===== config.mk =====
export PLATFORM = sky130hd
export DESIGN_NAME = cms_control_mode_selector
export DESIGN_NICKNAME = d
export VERILOG_FILES = /design/src/cms_pkg.sv /design/src/cms_control_mode_selector.sv
export VERILOG_INCLUDE_DIRS = /design/src
export SDC_FILE = /design/constraint.sdc
export NUM_CORES = 2
export LEC_CHECK = 0
export BUFFER_PORTS_ARGS = -buffer_cell sky130_fd_sc_hd__buf_2
export CAP_MARGIN = 20
export CORE_MARGIN = 10
export CORE_UTILIZATION = 64
export DETAILED_ROUTE_END_ITERATION = 16
export PLACE_DENSITY = 0.83
export SLEW_MARGIN = 0
export SYNTH_ARGS = -nofsm -noshare
export SYNTH_HDL_FRONTEND = slang
export SYNTH_SLANG_ARGS = --single-unit
export TNS_END_PERCENT = 1

===== constraint.sdc =====
create_clock -name aclk -period 20.4 [get_ports aclk]
set_clock_uncertainty 0.2 [all_clocks]
set_input_delay 1.02 -clock aclk [delete_from_list [all_inputs] [get_ports aclk]]
set_output_delay 1.02 -clock aclk [all_outputs]
set_load 0.005 [all_outputs]

===== src/cms_defines.svh =====
// constants for the control mode selector: offsets, fields, resets, times
`ifndef CMS_DEFINES_SVH
`define CMS_DEFINES_SVH
// ****
// register byte offsets
// ****
`define CMS_OFF_CTRL 8'h00
`define CMS_OFF_MODE_REQ 8'h04
`define CMS_OFF_STATUS 8'h08
`define CMS_OFF_TUNE_CFG 8'h0C
`define CMS_OFF_STORED_MV 8'h10
`define CMS_OFF_MANUAL_MV 8'h14
`define CMS_OFF_FACTOR_P 8'h18
`define CMS_OFF_FACTOR_I 8'h1C
`define CMS_OFF_FACTOR_D 8'h20
// ****
// control register fields
// ****
`define CMS_CTRL_RUN 0
`define CMS_CTRL_HANDOVER_SELECT 1
`define CMS_CTRL_KEY_TYPE2 2
`define CMS_CTRL_VALVE_MODE 3
`define CMS_CTRL_VALVE_FEEDBACK 4
`define CMS_CTRL_AM_ASSIGNED 5
`define CMS_CTRL_RL_ASSIGNED 6
`define CMS_CTRL_WIDTH 7
`define CMS_MODE_REQ_MANUAL 0
`define CMS_MODE_REQ_REMOTE 1
// ****
// reset values
// ****
`define CMS_RST_CTRL 7'h00
`define CMS_RST_FACTOR 10'h064
`define CMS_FACTOR_MIN 10'h001
`define CMS_FACTOR_MAX 10'h3E8
`define CMS_FACTOR_UNITY 100
`define CMS_RST_MV 12'h000
// ****
// self-tuning settings
// ****
`define CMS_TUNE_OFF 2'h0
`define CMS_TUNE_ONCE 2'h1
`define CMS_TUNE_ALWAYS 2'h2
// ****
// timing
// ****
`define CMS_CLK_KHZ 100000
`define CMS_T_CONTACT_MS 200
`define CMS_T_SAMPLE_MS 100
`define CMS_T_KEY_REPEAT_MS 200
`define CMS_KEY_FAST_AFTER 8
`define CMS_KEY_FAST_STEP 10
`define CMS_RESP_OKAY 2'h0
`define CMS_RESP_SLVERR 2'h2
`endif


===== src/cms_pkg.sv =====
// types shared by the control mode selector
`default_nettype none
package cms_pkg;
	typedef struct packed {
		logic up;
		logic down;
		logic am_toggle;
		logic rl_toggle;
		logic am_screen;
		logic rl_screen;
	} cms_keys_type;
	typedef struct packed {
		logic hand_mode_lamp;
		logic external_sp_lamp;
	} cms_lamps_type;
	typedef enum logic [1:0] {
		CMS_TUNE_IDLE,
		CMS_TUNE_WAIT,
		CMS_TUNE_RUN
	} cms_tune_state_type;
endpackage : cms_pkg
`default_nettype wire


===== src/cms_control_mode_selector.sv =====
// auto/manual and remote/local mode selector with register slave
// What this block does
// RQ1: armed power-up self-tuning starts by itself after power returns.
// RQ2: single-run setting clears itself once new gains are computed and stored.
// RQ3: interrupted self-tuning keeps its setting and restarts when conditions allow.
// RQ4: each computed gain is multiplied by its factor, 0.01 to 10.00, default 1.00.
// RQ5: assigned auto/manual contact open holds manual and blocks key changes.
// RQ6: a setting chooses bumpless handover or stored output on entering manual.
// RQ7: bumpless handover seeds manual output with the last automatic output.
// RQ8: back in auto, control restarts from the manual output value.
// RQ9: on the auto/manual screen up selects manual, down returns to auto.
// RQ10: in stop the manual lamp stays dark.
// RQ11: each auto/manual toggle key press inverts the auto/manual selection.
// RQ12: auto/manual contact closed requests auto, open requests manual.
// RQ13: contact changes apply within 200 ms plus one 100 ms sampling cycle.
// RQ14: auto only if selection and contact both ask auto; manual lamp follows.
// RQ15: in manual up raises, down lowers the output; holding speeds it.
// RQ16: valve without feedback drives open or close only while a key is held.
// RQ17: assigned remote/local contact open holds local and blocks key changes.
// RQ18: on the remote/local screen up selects remote, down returns to local.
// RQ19: in stop the remote lamp stays dark.
// RQ20: remote/local toggle key works only with key type 2, inverting the mode.
// RQ21: remote/local contact closed requests remote, open requests local.
// RQ22: remote only if selection and contact both ask remote; lamp follows.
// RQ23: contacts must hold for over 200 ms; shorter activations are ignored.
// RQ24: key and host requests share one selection register, latest wins.
`timescale 1ns/1ps
`default_nettype none
`include "cms_defines.svh"
module cms_control_mode_selector
	import cms_pkg::*;
#(
	parameter int GAIN_WIDTH = 16,
	parameter int MV_WIDTH = 12,
	parameter int MV_MAX = 1000,
	parameter int CONTACT_CYCLES = `CMS_T_CONTACT_MS * `CMS_CLK_KHZ,
	parameter int SAMPLE_CYCLES = `CMS_T_SAMPLE_MS * `CMS_CLK_KHZ,
	parameter int REPEAT_CYCLES = `CMS_T_KEY_REPEAT_MS * `CMS_CLK_KHZ
)
(
	// clock and reset
	input wire logic aclk,
	input wire logic aresetn,
	// axi4-lite slave
	input wire logic [7:0] s_axi_awaddr,
	input wire logic s_axi_awvalid,
	output logic s_axi_awready,
	input wire logic [31:0] s_axi_wdata,
	input wire logic [3:0] s_axi_wstrb,
	input wire logic s_axi_wvalid,
	output logic s_axi_wready,
	output logic [1:0] s_axi_bresp,
	output logic s_axi_bvalid,
	input wire logic s_axi_bready,
	input wire logic [7:0] s_axi_araddr,
	input wire logic s_axi_arvalid,
	output logic s_axi_arready,
	output logic [31:0] s_axi_rdata,
	output logic [1:0] s_axi_rresp,
	output logic s_axi_rvalid,
	input wire logic s_axi_rready,
	// front keys, levels from panel scan logic on this clock
	input wire cms_keys_type keys,
	// contact pins, closed is high
	input wire logic am_contact,
	input wire logic rl_contact,
	// control loop side
	input wire logic [MV_WIDTH-1:0] auto_output,
	output logic [MV_WIDTH-1:0] manipulated_output,
	output logic output_visible,
	output logic loop_preset,
	output logic [MV_WIDTH-1:0] loop_preset_value,
	output logic open_drive,
	output logic close_drive,
	output cms_lamps_type lamps,
	output logic manual_active,
	output logic remote_active,
	// self-tuning engine
	input wire logic [1:0] stored_tune_setting,
	input wire logic tune_conditions_ok,
	input wire logic tune_done,
	input wire logic tune_interrupted,
	output logic tune_start,
	output logic tune_running,
	output logic [1:0] tune_setting,
	input wire logic [GAIN_WIDTH-1:0] computed_p,
	input wire logic [GAIN_WIDTH-1:0] computed_i,
	input wire logic [GAIN_WIDTH-1:0] computed_d,
	output logic [GAIN_WIDTH-1:0] gain_p,
	output logic [GAIN_WIDTH-1:0] gain_i,
	output logic [GAIN_WIDTH-1:0] gain_d
);
	initial
	begin
		if (MV_MAX >= (1 << MV_WIDTH) || GAIN_WIDTH < 4 || CONTACT_CYCLES < 1
			|| SAMPLE_CYCLES < 1 || REPEAT_CYCLES < 2)
			$error("cms_control_mode_selector: unusable parameters");
	end

	// ****
	// functions
	// ****
	function automatic logic [31:0] merge(input logic [31:0] old, input logic [31:0] wd,
		input logic [3:0] strb);
		logic [31:0] res;
		res = old;
		for (int b = 0; b < 4; b++)
			if (strb[b])
				res[8*b +: 8] = wd[8*b +: 8];
		return res;
	endfunction : merge

	function automatic logic [9:0] clamp_factor(input logic [31:0] v);
		logic [9:0] res;
		res = v[9:0];
		if (v > 32'({22'h0, `CMS_FACTOR_MAX}))
			res = `CMS_FACTOR_MAX;
		else if (v[9:0] < `CMS_FACTOR_MIN)
			res = `CMS_FACTOR_MIN;
		return res;
	endfunction : clamp_factor

	// factor is in hundredths; result saturates at full scale
	function automatic logic [GAIN_WIDTH-1:0] scale(input logic [GAIN_WIDTH-1:0] g,
		input logic [9:0] f);
		logic [GAIN_WIDTH+9:0] prod;
		logic [GAIN_WIDTH+9:0] quot;
		prod = g * f;
		quot = prod / (GAIN_WIDTH+10)'(`CMS_FACTOR_UNITY);
		if (quot > (GAIN_WIDTH+10)'({GAIN_WIDTH{1'b1}}))
			return {GAIN_WIDTH{1'b1}};
		return quot[GAIN_WIDTH-1:0];
	endfunction : scale

	// ****
	// axi4-lite slave
	// ****
	logic aw_full;
	logic w_full;
	logic [7:0] aw_addr;
	logic [31:0] w_data;
	logic [3:0] w_strb;
	logic [6:0] ctrl;
	logic [1:0] mode_sel;
	logic [MV_WIDTH-1:0] stored_mv;
	logic [MV_WIDTH-1:0] manual_mv;
	logic [9:0] factor_p;
	logic [9:0] factor_i;
	logic [9:0] factor_d;
	logic [31:0] status_word;
	wire do_write = aw_full && w_full && !s_axi_bvalid;
	wire wr_ctrl = do_write && aw_addr == `CMS_OFF_CTRL;
	wire wr_mode = do_write && aw_addr == `CMS_OFF_MODE_REQ;
	wire wr_tune = do_write && aw_addr == `CMS_OFF_TUNE_CFG;
	wire wr_stored = do_write && aw_addr == `CMS_OFF_STORED_MV;
	wire wr_fp = do_write && aw_addr == `CMS_OFF_FACTOR_P;
	wire wr_fi = do_write && aw_addr == `CMS_OFF_FACTOR_I;
	wire wr_fd = do_write && aw_addr == `CMS_OFF_FACTOR_D;
	wire wr_hit = wr_ctrl || wr_mode || wr_tune || wr_stored || wr_fp || wr_fi || wr_fd;
	wire [31:0] mode_merged = merge({30'h0, mode_sel}, w_data, w_strb);
	wire [31:0] tune_merged = merge({30'h0, tune_setting}, w_data, w_strb);
	wire [31:0] ctrl_merged = merge({25'h0, ctrl}, w_data, w_strb);
	wire [31:0] stored_merged = merge({{(32-MV_WIDTH){1'b0}}, stored_mv}, w_data, w_strb);
	wire rd_go = s_axi_arvalid && s_axi_arready;
	logic [31:0] rd_word;
	logic rd_hit;
	always_comb
	begin
		rd_hit = 1'b1;
		case (s_axi_araddr)
			`CMS_OFF_CTRL: rd_word = {25'h0, ctrl};
			`CMS_OFF_MODE_REQ: rd_word = {30'h0, mode_sel};
			`CMS_OFF_STATUS: rd_word = status_word;
			`CMS_OFF_TUNE_CFG: rd_word = {30'h0, tune_setting};
			`CMS_OFF_STORED_MV: rd_word = {{(32-MV_WIDTH){1'b0}}, stored_mv};
			`CMS_OFF_MANUAL_MV: rd_word = {{(32-MV_WIDTH){1'b0}}, manual_mv};
			`CMS_OFF_FACTOR_P: rd_word = {22'h0, factor_p};
			`CMS_OFF_FACTOR_I: rd_word = {22'h0, factor_i};
			`CMS_OFF_FACTOR_D: rd_word = {22'h0, factor_d};
			default:
			begin
				rd_word = 32'h0000_0000;
				rd_hit = 1'b0;
			end
		endcase
	end
	assign s_axi_awready = !aw_full;
	assign s_axi_wready = !w_full;
	assign s_axi_arready = !s_axi_rvalid;

	always_ff @(posedge aclk)
	begin
		if (!aresetn)
		begin
			aw_full <= 1'b0;
			w_full <= 1'b0;
			aw_addr <= 8'h00;
			w_data <= 32'h0000_0000;
			w_strb <= 4'h0;
			s_axi_bvalid <= 1'b0;
			s_axi_bresp <= `CMS_RESP_OKAY;
		end
		else
		begin
			if (s_axi_awvalid && !aw_full)
			begin
				aw_full <= 1'b1;
				aw_addr <= {s_axi_awaddr[7:2], 2'b00};
			end
			if (s_axi_wvalid && !w_full)
			begin
				w_full <= 1'b1;
				w_data <= s_axi_wdata;
				w_strb <= s_axi_wstrb;
			end
			if (do_write)
			begin
				aw_full <= 1'b0;
				w_full <= 1'b0;
				s_axi_bvalid <= 1'b1;
				s_axi_bresp <= wr_hit ? `CMS_RESP_OKAY : `CMS_RESP_SLVERR;
			end
			else if (s_axi_bvalid && s_axi_bready)
				s_axi_bvalid <= 1'b0;
		end
	end

	always_ff @(posedge aclk)
	begin
		if (!aresetn)
		begin
			s_axi_rvalid <= 1'b0;
			s_axi_rdata <= 32'h0000_0000;
			s_axi_rresp <= `CMS_RESP_OKAY;
		end
		else if (rd_go)
		begin
			s_axi_rvalid <= 1'b1;
			s_axi_rdata <= rd_word;
			s_axi_rresp <= rd_hit ? `CMS_RESP_OKAY : `CMS_RESP_SLVERR;
		end
		else if (s_axi_rready)
			s_axi_rvalid <= 1'b0;
	end

	always_ff @(posedge aclk)
	begin
		if (!aresetn)
		begin
			ctrl <= `CMS_RST_CTRL;
			stored_mv <= `CMS_RST_MV;
			factor_p <= `CMS_RST_FACTOR;
			factor_i <= `CMS_RST_FACTOR;
			factor_d <= `CMS_RST_FACTOR;
		end
		else
		begin
			if (wr_ctrl)
				ctrl <= ctrl_merged[6:0];
			if (wr_stored)
				stored_mv <= stored_merged[MV_WIDTH-1:0];
			if (wr_fp)
				factor_p <= clamp_factor(merge({22'h0, factor_p}, w_data, w_strb)); // [RQ4]
			if (wr_fi)
				factor_i <= clamp_factor(merge({22'h0, factor_i}, w_data, w_strb)); // [RQ4]
			if (wr_fd)
				factor_d <= clamp_factor(merge({22'h0, factor_d}, w_data, w_strb)); // [RQ4]
		end
	end

	// ****
	// contact inputs: sync, filter, sample
	// ****
	logic [1:0] pin_s1;
	logic [1:0] pin_s2;
	logic [1:0] pin_s3;
	logic [1:0] filtered;
	logic [1:0] applied;
	logic [31:0] stable_cnt [2];
	logic [31:0] sample_cnt;
	wire sample_tick = sample_cnt == 32'(SAMPLE_CYCLES - 1);
	// a short activation restarts the count
	always_ff @(posedge aclk)
	begin
		if (!aresetn)
		begin
			pin_s1 <= 2'h0;
			pin_s2 <= 2'h0;
			pin_s3 <= 2'h0;
			filtered <= 2'h0;
			stable_cnt[0] <= 32'h0000_0000;
			stable_cnt[1] <= 32'h0000_0000;
		end
		else
		begin
			pin_s1 <= {rl_contact, am_contact};
			pin_s2 <= pin_s1;
			pin_s3 <= pin_s2;
			for (int c = 0; c < 2; c++)
			begin
				if (pin_s2[c] != pin_s3[c] || pin_s3[c] == filtered[c])
					stable_cnt[c] <= 32'h0000_0000; // [RQ23]
				else if (stable_cnt[c] >= 32'(CONTACT_CYCLES))
				begin
					filtered[c] <= pin_s3[c]; // [RQ23]
					stable_cnt[c] <= 32'h0000_0000;
				end
				else
					stable_cnt[c] <= stable_cnt[c] + 32'h0000_0001;
			end
		end
	end

	always_ff @(posedge aclk)
	begin
		if (!aresetn)
		begin
			sample_cnt <= 32'h0000_0000;
			applied <= 2'h0;
		end
		else
		begin
			sample_cnt <= sample_tick ? 32'h0000_0000 : sample_cnt + 32'h0000_0001;
			if (sample_tick)
				applied <= filtered; // [RQ13]
		end
	end

	// ****
	// mode selection
	// ****
	cms_keys_type keys_q;
	wire run = ctrl[`CMS_CTRL_RUN];
	wire am_locked = ctrl[`CMS_CTRL_AM_ASSIGNED] && !applied[0];
	wire rl_locked = ctrl[`CMS_CTRL_RL_ASSIGNED] && !applied[1];
	wire up_edge = keys.up && !keys_q.up;
	wire down_edge = keys.down && !keys_q.down;
	wire am_edge = keys.am_toggle && !keys_q.am_toggle;
	wire rl_edge = keys.rl_toggle && !keys_q.rl_toggle;
	logic next_manual_sel;
	logic next_remote_sel;
	always_comb
	begin
		next_manual_sel = mode_sel[`CMS_MODE_REQ_MANUAL];
		next_remote_sel = mode_sel[`CMS_MODE_REQ_REMOTE];
		if (!am_locked) // [RQ5]
		begin
			if (keys.am_screen && up_edge)
				next_manual_sel = 1'b1; // [RQ9]
			else if (keys.am_screen && down_edge)
				next_manual_sel = 1'b0; // [RQ9]
			else if (am_edge)
				next_manual_sel = !mode_sel[`CMS_MODE_REQ_MANUAL]; // [RQ11]
		end
		if (!rl_locked) // [RQ17]
		begin
			if (keys.rl_screen && up_edge)
				next_remote_sel = 1'b1; // [RQ18]
			else if (keys.rl_screen && down_edge)
				next_remote_sel = 1'b0; // [RQ18]
			else if (rl_edge && ctrl[`CMS_CTRL_KEY_TYPE2])
				next_remote_sel = !mode_sel[`CMS_MODE_REQ_REMOTE]; // [RQ20]
		end
		if (wr_mode)
		begin
			// a host write beats a key in the same cycle
			next_manual_sel = mode_merged[`CMS_MODE_REQ_MANUAL]; // [RQ24]
			next_remote_sel = mode_merged[`CMS_MODE_REQ_REMOTE]; // [RQ24]
		end
	end
	always_ff @(posedge aclk)
	begin
		if (!aresetn)
		begin
			keys_q <= '0;
			mode_sel <= 2'h0;
		end
		else
		begin
			keys_q <= keys;
			mode_sel <= {next_remote_sel, next_manual_sel}; // [RQ24]
		end
	end
	// contact closed asks auto / remote; unassigned contact asks nothing
	assign manual_active = mode_sel[`CMS_MODE_REQ_MANUAL] || am_locked; // [RQ12] [RQ14]
	assign remote_active = mode_sel[`CMS_MODE_REQ_REMOTE] && !rl_locked; // [RQ21] [RQ22]
	assign lamps.hand_mode_lamp = manual_active && run; // [RQ10] [RQ14]
	assign lamps.external_sp_lamp = remote_active && run; // [RQ19] [RQ22]

	// ****
	// manual output value
	// ****
	logic manual_q;
	logic [31:0] hold_cnt;
	logic [3:0] repeats;
	wire valve_open_loop = ctrl[`CMS_CTRL_VALVE_MODE] && !ctrl[`CMS_CTRL_VALVE_FEEDBACK];
	wire key_held = keys.up ^ keys.down;
	wire repeat_tick = key_held && hold_cnt == 32'(REPEAT_CYCLES - 1);
	wire step_go = manual_active && !keys.am_screen && !keys.rl_screen
		&& ((key_held && (up_edge || down_edge)) || repeat_tick);
	wire [MV_WIDTH:0] step = (repeats >= 4'(`CMS_KEY_FAST_AFTER))
		? (MV_WIDTH+1)'(`CMS_KEY_FAST_STEP) : (MV_WIDTH+1)'(1); // [RQ15]
	wire [MV_WIDTH:0] mv_up = {1'b0, manual_mv} + step;
	wire [MV_WIDTH:0] mv_limit = (MV_WIDTH+1)'(MV_MAX);
	logic [MV_WIDTH-1:0] next_manual_mv;
	always_comb
	begin
		next_manual_mv = manual_mv;
		if (manual_active && !manual_q)
			next_manual_mv = ctrl[`CMS_CTRL_HANDOVER_SELECT]
				? stored_mv : auto_output; // [RQ6] [RQ7]
		else if (step_go && keys.up)
			next_manual_mv = (mv_up > mv_limit) ? MV_WIDTH'(MV_MAX) : mv_up[MV_WIDTH-1:0]; // [RQ15]
		else if (step_go && keys.down)
			next_manual_mv = ({1'b0, manual_mv} < step)
				? '0 : manual_mv - step[MV_WIDTH-1:0]; // [RQ15]
	end
	always_ff @(posedge aclk)
	begin
		if (!aresetn)
		begin
			manual_q <= 1'b0;
			manual_mv <= `CMS_RST_MV;
			hold_cnt <= 32'h0000_0000;
			repeats <= 4'h0;
			loop_preset <= 1'b0;
			loop_preset_value <= `CMS_RST_MV;
		end
		else
		begin
			manual_q <= manual_active;
			manual_mv <= next_manual_mv;
			hold_cnt <= (!key_held || repeat_tick) ? 32'h0000_0000 : hold_cnt + 32'h0000_0001;
			if (!key_held)
				repeats <= 4'h0;
			else if (repeat_tick && repeats != 4'hF)
				repeats <= repeats + 4'h1; // [RQ15]
			loop_preset <= manual_q && !manual_active; // [RQ8]
			if (manual_q && !manual_active)
				loop_preset_value <= manual_mv; // [RQ8]
		end
	end
	// output follows the manual value directly, which takes the handover value one cycle after manual starts
	assign manipulated_output = manual_active ? manual_mv : auto_output;
	assign output_visible = !valve_open_loop; // [RQ16]
	assign open_drive = manual_active && valve_open_loop && keys.up && !keys.down; // [RQ16]
	assign close_drive = manual_active && valve_open_loop && keys.down && !keys.up; // [RQ16]

	// ****
	// power-up self-tuning
	// ****
	cms_tune_state_type tune_state;
	logic tune_loaded;
	always_ff @(posedge aclk)
	begin
		if (!aresetn)
		begin
			tune_loaded <= 1'b0;
			tune_state <= CMS_TUNE_IDLE;
			tune_setting <= `CMS_TUNE_OFF;
			tune_start <= 1'b0;
			gain_p <= '0;
			gain_i <= '0;
			gain_d <= '0;
		end
		else
		begin
			tune_loaded <= 1'b1;
			tune_start <= 1'b0;
			if (wr_tune)
				tune_setting <= tune_merged[1:0];
			case (tune_state)
				CMS_TUNE_IDLE:
					if (!tune_loaded)
					begin
						// the setting is kept outside; catch it once after power-up
						tune_setting <= stored_tune_setting;
						if (stored_tune_setting != `CMS_TUNE_OFF)
							tune_state <= CMS_TUNE_WAIT; // [RQ1]
					end
				CMS_TUNE_WAIT:
					if (tune_setting == `CMS_TUNE_OFF)
						tune_state <= CMS_TUNE_IDLE;
					else if (tune_conditions_ok)
					begin
						tune_start <= 1'b1; // [RQ1] [RQ3]
						tune_state <= CMS_TUNE_RUN;
					end
				CMS_TUNE_RUN:
					if (tune_done)
					begin
						gain_p <= scale(computed_p, factor_p); // [RQ4]
						gain_i <= scale(computed_i, factor_i); // [RQ4]
						gain_d <= scale(computed_d, factor_d); // [RQ4]
						if (tune_setting == `CMS_TUNE_ONCE)
							tune_setting <= `CMS_TUNE_OFF; // [RQ2]
						tune_state <= CMS_TUNE_IDLE;
					end
					else if (tune_interrupted)
						tune_state <= CMS_TUNE_WAIT; // [RQ3]
				default:
					tune_state <= CMS_TUNE_IDLE;
			endcase
		end
	end
	assign tune_running = tune_state == CMS_TUNE_RUN;
	assign status_word = {22'h0, output_visible, tune_running, close_drive, open_drive,
		applied, lamps.external_sp_lamp, lamps.hand_mode_lamp, remote_active, manual_active};
endmodule : cms_control_mode_selector
`default_nettype wire


### Word-level counts from Yosys, hierarchy flattened

Memories as Yosys holds them, arrays and structs flattened.
Index checks and enable logic that the tools add are counted.

| operators by class | value |
|---|---|
| div/mod/pow operators | 3 |
| add/subtract/negate cells | 7 |
| magnitude comparators | 14 |
| mux-type cells | 127 |
| bitwise gates (word level) | 11 |
| reduce and logical (&&, ||, !) cells | 102 |
| multipliers | 3 |
| equality and inequality tests | 31 |

Operators by type and width:

| operator | number |
|---|---|
| $mux 8 | 32 |
| $mux 32 | 6 |
| $add 32x1->32 const B | 4 |
| $pmux 12 s9 | 1 |
| $gt 32x10->1 const B | 3 |
| $mux 16 | 6 |
| $mux 12 | 7 |
| $div 26x7->26 const B | 3 |
| $gt 26x16->1 const B | 3 |
| $mul 16x10->26 | 3 |
| $ge 32x25->1 const B | 2 |
| $mux 10 | 6 |
| $mux 1 | 52 |
| $logic_and 1x1->1 | 43 |
| $eq 32x24->1 const B | 1 |
| $eq 32x25->1 const B | 1 |
| $eq 8x5->1 const B | 4 |
| $lt 10x1->1 const B | 3 |
| $mux 2 | 14 |
| $logic_not 1->1 | 22 |
| $eq 6x3->1 const B | 3 |
| $eq 8x4->1 const B | 2 |
| $logic_not 8->1 | 2 |
| $reduce_and 2->1 | 7 |
| other kinds (34) | 68 |

| word-level totals | value |
|---|---|
| register bits | 295 |
| memories kept | 1 |
| word-level logic and storage cells | 341 |
| bits in writable memories | 64 |
| input port bits | 132 |

Memory list:

| name | depth | bits a word | read ports | clocked after Yosys merged registers in | wr ports | RTL line | RTL |
|---|---|---|---|---|---|---|---|
| stable_cnt | 2 | 32 | 2 | 0 | 2 | cms_control_mode_selector.sv:279 | `logic [31:0] stable_cnt [2];` |

### Logic depth before layout (Yosys ltp)

| logic depth | value |
|---|---|
| depth after elaboration | 10 |
| gate-level depth with buffers | 72 |
| depth with buffers taken out | 62 |

### Least setup slack after synthesis

No wires, ideal clock.

| timing path | value |
|---|---|
| path type | in2reg |
| start | input computed_d[3] |
| end | register gain_d[0] |
| stages | 66 |
| path slack | 3097 ps |
| path buffers | 5 |
| arrival time | 17043 ps |
| required time | 20140 ps |
| setup time | 60 ps |
| path through | clkbuf_1 nand2_1 fa_1 inv_1 fa_1 ha_1 fa_1 inv_1 fa_1 inv_1 ha_1 a21o_1 a31o_1 o211ai_2 a21oi_1 o41a_1 or3_1 nand2_1 (+30 left out) buf_4 a21oi_4 xnor2_2 o31a_1 o31ai_4 a31o_2 mux2_2 mux2i_4 a21oi_1 o211ai_1 a311oi_1 o41ai_2 maj3_1 nor4_1 a21oi_1 nor2_1 nor4_1 o221a_1 |

| on the way | value |
|---|---|
| word-level cells in the longest chain between the ends | 8 |

RTL lines:

| element | RTL line | RTL |
|---|---|---|
| start, declared | cms_control_mode_selector.sv:88 | `input wire logic [GAIN_WIDTH-1:0] computed_d,` |
| $mul 16x10->26 (*) | cms_control_mode_selector.sv:128 | `prod = g * f;` |
| $div 26x7->26 (*) | cms_control_mode_selector.sv:129 | `` quot = prod / (GAIN_WIDTH+10)'(`CMS_FACTOR_UNITY); `` |
| $gt 26x16->1 | cms_control_mode_selector.sv:130 | `if (quot > (GAIN_WIDTH+10)'({GAIN_WIDTH{1'b1}}))` |
| $mux 1 | cms_control_mode_selector.sv:130 |  |
| $mux 1 | cms_control_mode_selector.sv:490 | `if (tune_done)` |
| $mux 1 | cms_control_mode_selector.sv:472 | `case (tune_state)` |
| $mux 1 | cms_control_mode_selector.sv:456 | `if (!aresetn)` |
| $mux 16 (*) | cms_control_mode_selector.sv:132 | `return quot[GAIN_WIDTH-1:0];` |
| end signal, assigned | cms_control_mode_selector.sv:494 | `gain_d <= scale(computed_d, factor_d);` |
| end, declared | cms_control_mode_selector.sv:91 | `output logic [GAIN_WIDTH-1:0] gain_d` |

Every way passes the cells marked *; elsewhere a longest branch is shown, timed or not. The select of a mux whose other input is x is not followed.
A chain may end at the register's enable or synchronous reset.

### Worst setup path in the final report

| timing path | value |
|---|---|
| start | register factor_i[5] |
| end | register gain_i[0] |

| on the way | value |
|---|---|
| word-level cells in the longest chain between the ends | 8 |

RTL lines:

| element | RTL line | RTL |
|---|---|---|
| start, declared | cms_control_mode_selector.sv:148 | `logic [9:0] factor_i;` |
| start signal, assigned | cms_control_mode_selector.sv:253 | `` factor_i <= `CMS_RST_FACTOR; `` |
| start signal, assigned | cms_control_mode_selector.sv:265 | `factor_i <= clamp_factor(merge({22'h0, factor_i}, w_data, w_strb));` |
| $mul 16x10->26 (*) | cms_control_mode_selector.sv:128 |  |
| $div 26x7->26 (*) | cms_control_mode_selector.sv:129 |  |
| $gt 26x16->1 | cms_control_mode_selector.sv:130 |  |
| $mux 1 | cms_control_mode_selector.sv:130 |  |
| $mux 1 | cms_control_mode_selector.sv:490 |  |
| $mux 1 | cms_control_mode_selector.sv:472 |  |
| $mux 1 | cms_control_mode_selector.sv:456 |  |
| $mux 16 (*) | cms_control_mode_selector.sv:132 |  |
| end signal, assigned | cms_control_mode_selector.sv:493 | `gain_i <= scale(computed_i, factor_i);` |
| end, declared | cms_control_mode_selector.sv:90 | `output logic [GAIN_WIDTH-1:0] gain_i,` |

Marked as above.

==> results.json <==
{
  "ios": 257,
  "crit_slowest_cell": "dfxtp_1",
  "cts_tree": "yes",
  "outcome": "complete, no violations",
  "clock_sinks": 337,
  "fmax_mhz": 51.7,
  "row_count": 95,
  "reg2reg_to": "gain_i[0]$_SDFFE_PN0P_",
  "cts_root_buffer": "clkbuf_16",
  "wl_per_cell_um": 18.9,
  "antenna_found_initial": 34,
  "dp_cells": 6373,
  "worstSetupStartpoint": "factor_i[5]$_SDFFE_PN1P_",
  "critPathTopFamily": "compound AO/OA/AOI/OAI gates",
  "grt_max_degree": 65,
  "worstSetupEndpointType": "register",
  "placed_cell_area_um2": 44900,
  "final_common_cell": "nand2_1",
  "path_buf_inv": 5,
  "grtUsageTotal": 0.297,
  "maxSlewViolCount": 0,
  "clkLatencyLatePin_ps": 590,
  "final-setup-viol-count": 0,
  "required_ps": 20730,
  "worst_pin_slew_ps": 1050,
  "cp_max_fo": 14,
  "ant_nets": 0,
  "overflow": 0,
  "timing.critical_path.depth": 63,
  "num_vias": 41567,
  "viasPerCell": 6.42,
  "die_area_um2": 78600,
  "post-route-drc-count": 0,
  "ctsHtreeMaxLevel": 2,
  "drv_cap": 0,
  "synth_fa_ha_area_frac": 0.214,
  "num-fill-cells": 5535,
  "crit_path_end": "gain_i[0]$_SDFFE_PN0P_",
  "place_hpwl_um": 92000,
  "whs_ps": 256,
  "finalCritPeriodShare": 0.948,
  "die_y_um": 280,
  "seq_area_frac_synth": 0.170,
  "die_w_um": 280,
  "initial_core_util": 0.646,
  "synth_top_family_by_area": "simple AND/OR/NAND/NOR gates",
  "synth-xor-area-share": 0.0612,
  "area_growth_syn_to_layout_pct": 7.48,
  "grt_pass1_wl_um": 198000,
  "synth_seq_cells": 337,
  "fin_cells": 6471,
  "yosysWarnings": 0,
  "fin_crit_ps": 19340,
  "async_reset_ff_frac": 0,
  "fin_setup_tns_ps": 0,
  "synth.cell_area_um2": 43400,
  "worst-r2r-cell-count": 63,
  "fin_area_um2": 46600,
  "grt_pass1_vias": 39460,
  "muxShareOfSynthArea": 0.0317,
  "hold_violations": 0,
  "holdPathStages": 1,
  "yosys.area_share.simple": 0.234,
  "yosys.area.top_type_share": 0.153,
  "yosysTopAreaCell": "fa_1",
  "drive_gt1_frac": 0.110,
  "port_buffers": 232,
  "fp.coreArea_um2": 67200,
  "synth.distinct_cells": 143,
  "clockBufferDepth": 3,
  "path_class": "register to register",
  "fin_nets": 6212,
  "place.gp.congestion": 0.963,
  "max_stage_delay_ps": 580,
  "clk_pin_slew_worst_paths_ps": 60,
  "ys.flop_type": "dfxtp_1",
  "synth_area_leaders": "fa_1, dfxtp_1, nand2_1",
  "first_iter_violations": 4256,
  "synth_edf_count": 64,
  "avgSynthCellArea_um2": 7.97,
  "wl_um": 122000,
  "cts_made_buffers": 40,
  "postCtsHoldBufs": 0,
  "min_path_type": "register to register",
  "rsz0062_at_grt": "true",
  "rrSetupSlack_ps": 1060,
  "syn_inst": 5444,
  "cp-start-kind": "register",
  "slew_headroom": 0.293,
  "drtPass1Iterations": 6,
  "rr_startpoint": "factor_i[5]$_SDFFE_PN1P_",
  "synth_compound_area_frac": 0.224,
  "cpMostUsedCell": "fa_1",
  "cp.arrival_ps": 19670,
  "final_cell_mix": "nand2_1, nor2_1, inv_1, a21oi_1, fa_1"
}
sequential cells by signal (all words and copies together) (netlist names), 6 cells and up:
signal and flops:
stable_cnt 64, hold_cnt 32, sample_cnt 32, w_data 32, gain_d 16, gain_i 16, gain_p 16, loop_preset_value 12
manual_mv 12, s_axi_rdata 12, stored_mv 12, factor_d 10, factor_i 10, factor_p 10, ctrl 7, aw_addr 6
cell families after synthesis:
family | after synthesis
compound gates | 1371
buf+inv | 684
mux | 117
simple gates | 2087
fa+ha+maj | 548
xor+xnor | 298
flops | 337
other cells | 2
metal layers:
metal / track usage / routed length [µm] / up-vias
met5: 0 / 299 / -
met4: 0.108 / 3840 / 44
met3: 0.0636 / 11200 / 324
met2: 0.489 / 57000 / 1763
met1: 0.380 / 49700 / 20078
li1: - / - / 19358
how the worst min path moves through the flow:
stage | endpoint | startpoint | slack [ps]
after floorplan | pin_s2[0]$_SDFF_PN0_ | pin_s1[0]$_SDFF_PN0_ | 210
after global placement | pin_s2[0]$_SDFF_PN0_ | pin_s1[0]$_SDFF_PN0_ | 220
after detailed placement | pin_s2[1]$_SDFF_PN0_ | pin_s1[1]$_SDFF_PN0_ | 230
after CTS | pin_s2[1]$_SDFF_PN0_ | pin_s1[1]$_SDFF_PN0_ | 250
after global routing | loop_preset_value[0]$_SDFFE_PN0P_ | loop_preset_value[0]$_SDFFE_PN0P_ | 270
final | pin_s2[1]$_SDFF_PN0_ | pin_s1[1]$_SDFF_PN0_ | 260
cell type report:
| cell class | instances | area, µm² | share of cell area |
|---|---|---|---|
| antenna | 15 | 37.5 | 0.000805 |
| clock buffer | 55 | 1190 | 0.0255 |
| clock inverter | 18 | 255 | 0.00547 |
| inverter | 370 | 1390 | 0.0298 |
| multi-input combinational | 4521 | 33700 | 0.722 |
| sequential | 337 | 7410 | 0.159 |
| tap | 873 | 1090 | 0.0234 |
| timing repair buffer | 282 | 1580 | 0.0339 |
Yosys cell counts (34+ instances only):
cell type  instances
xnor2_1          157
and3_1            75
and2_1           279
nor2_1           462
a21o_1            63
nor4_1            46
o21ai_0          230
xor2_1           135
inv_1            367
nand3_1          147
edfxtp_1          64
fa_1             332
clkbuf_1         228
nor3_1            97
a211oi_1          55
nand4_1           62
o211ai_1          55
mux2_2            34
or3_1             52
o21a_1            35
nand2b_1          35
a31oi_1           74
dfxtp_1          273
nand2_1          682
mux2i_1           68
ha_1             196
a21oi_1          335
buf_4             39
what timing repair did:
| item | 4_1_cts | 5_1_grt |
|---|---|---|
| setup endpoints to repair | 0 | 7 |
| gates resized for setup | 0 | 38 |
| hold endpoints to repair | 0 | 0 |
| setup buffers | 0 | 3 |
through the flow:
| stage | utilization | worst slack [ps] |
|---|---|---|
| global placement | 0.669 | 871 |
| global route | 0.694 | -34.2 |
| floorplan | - | 3100 |
| detailed placement | 0.669 | 628 |
| CTS | 0.690 | 851 |
| finish | 0.695 | 1060 |
Power is not shown: default switching activity piles up to over one toggle a cycle in this logic, so the estimate is an artifact.
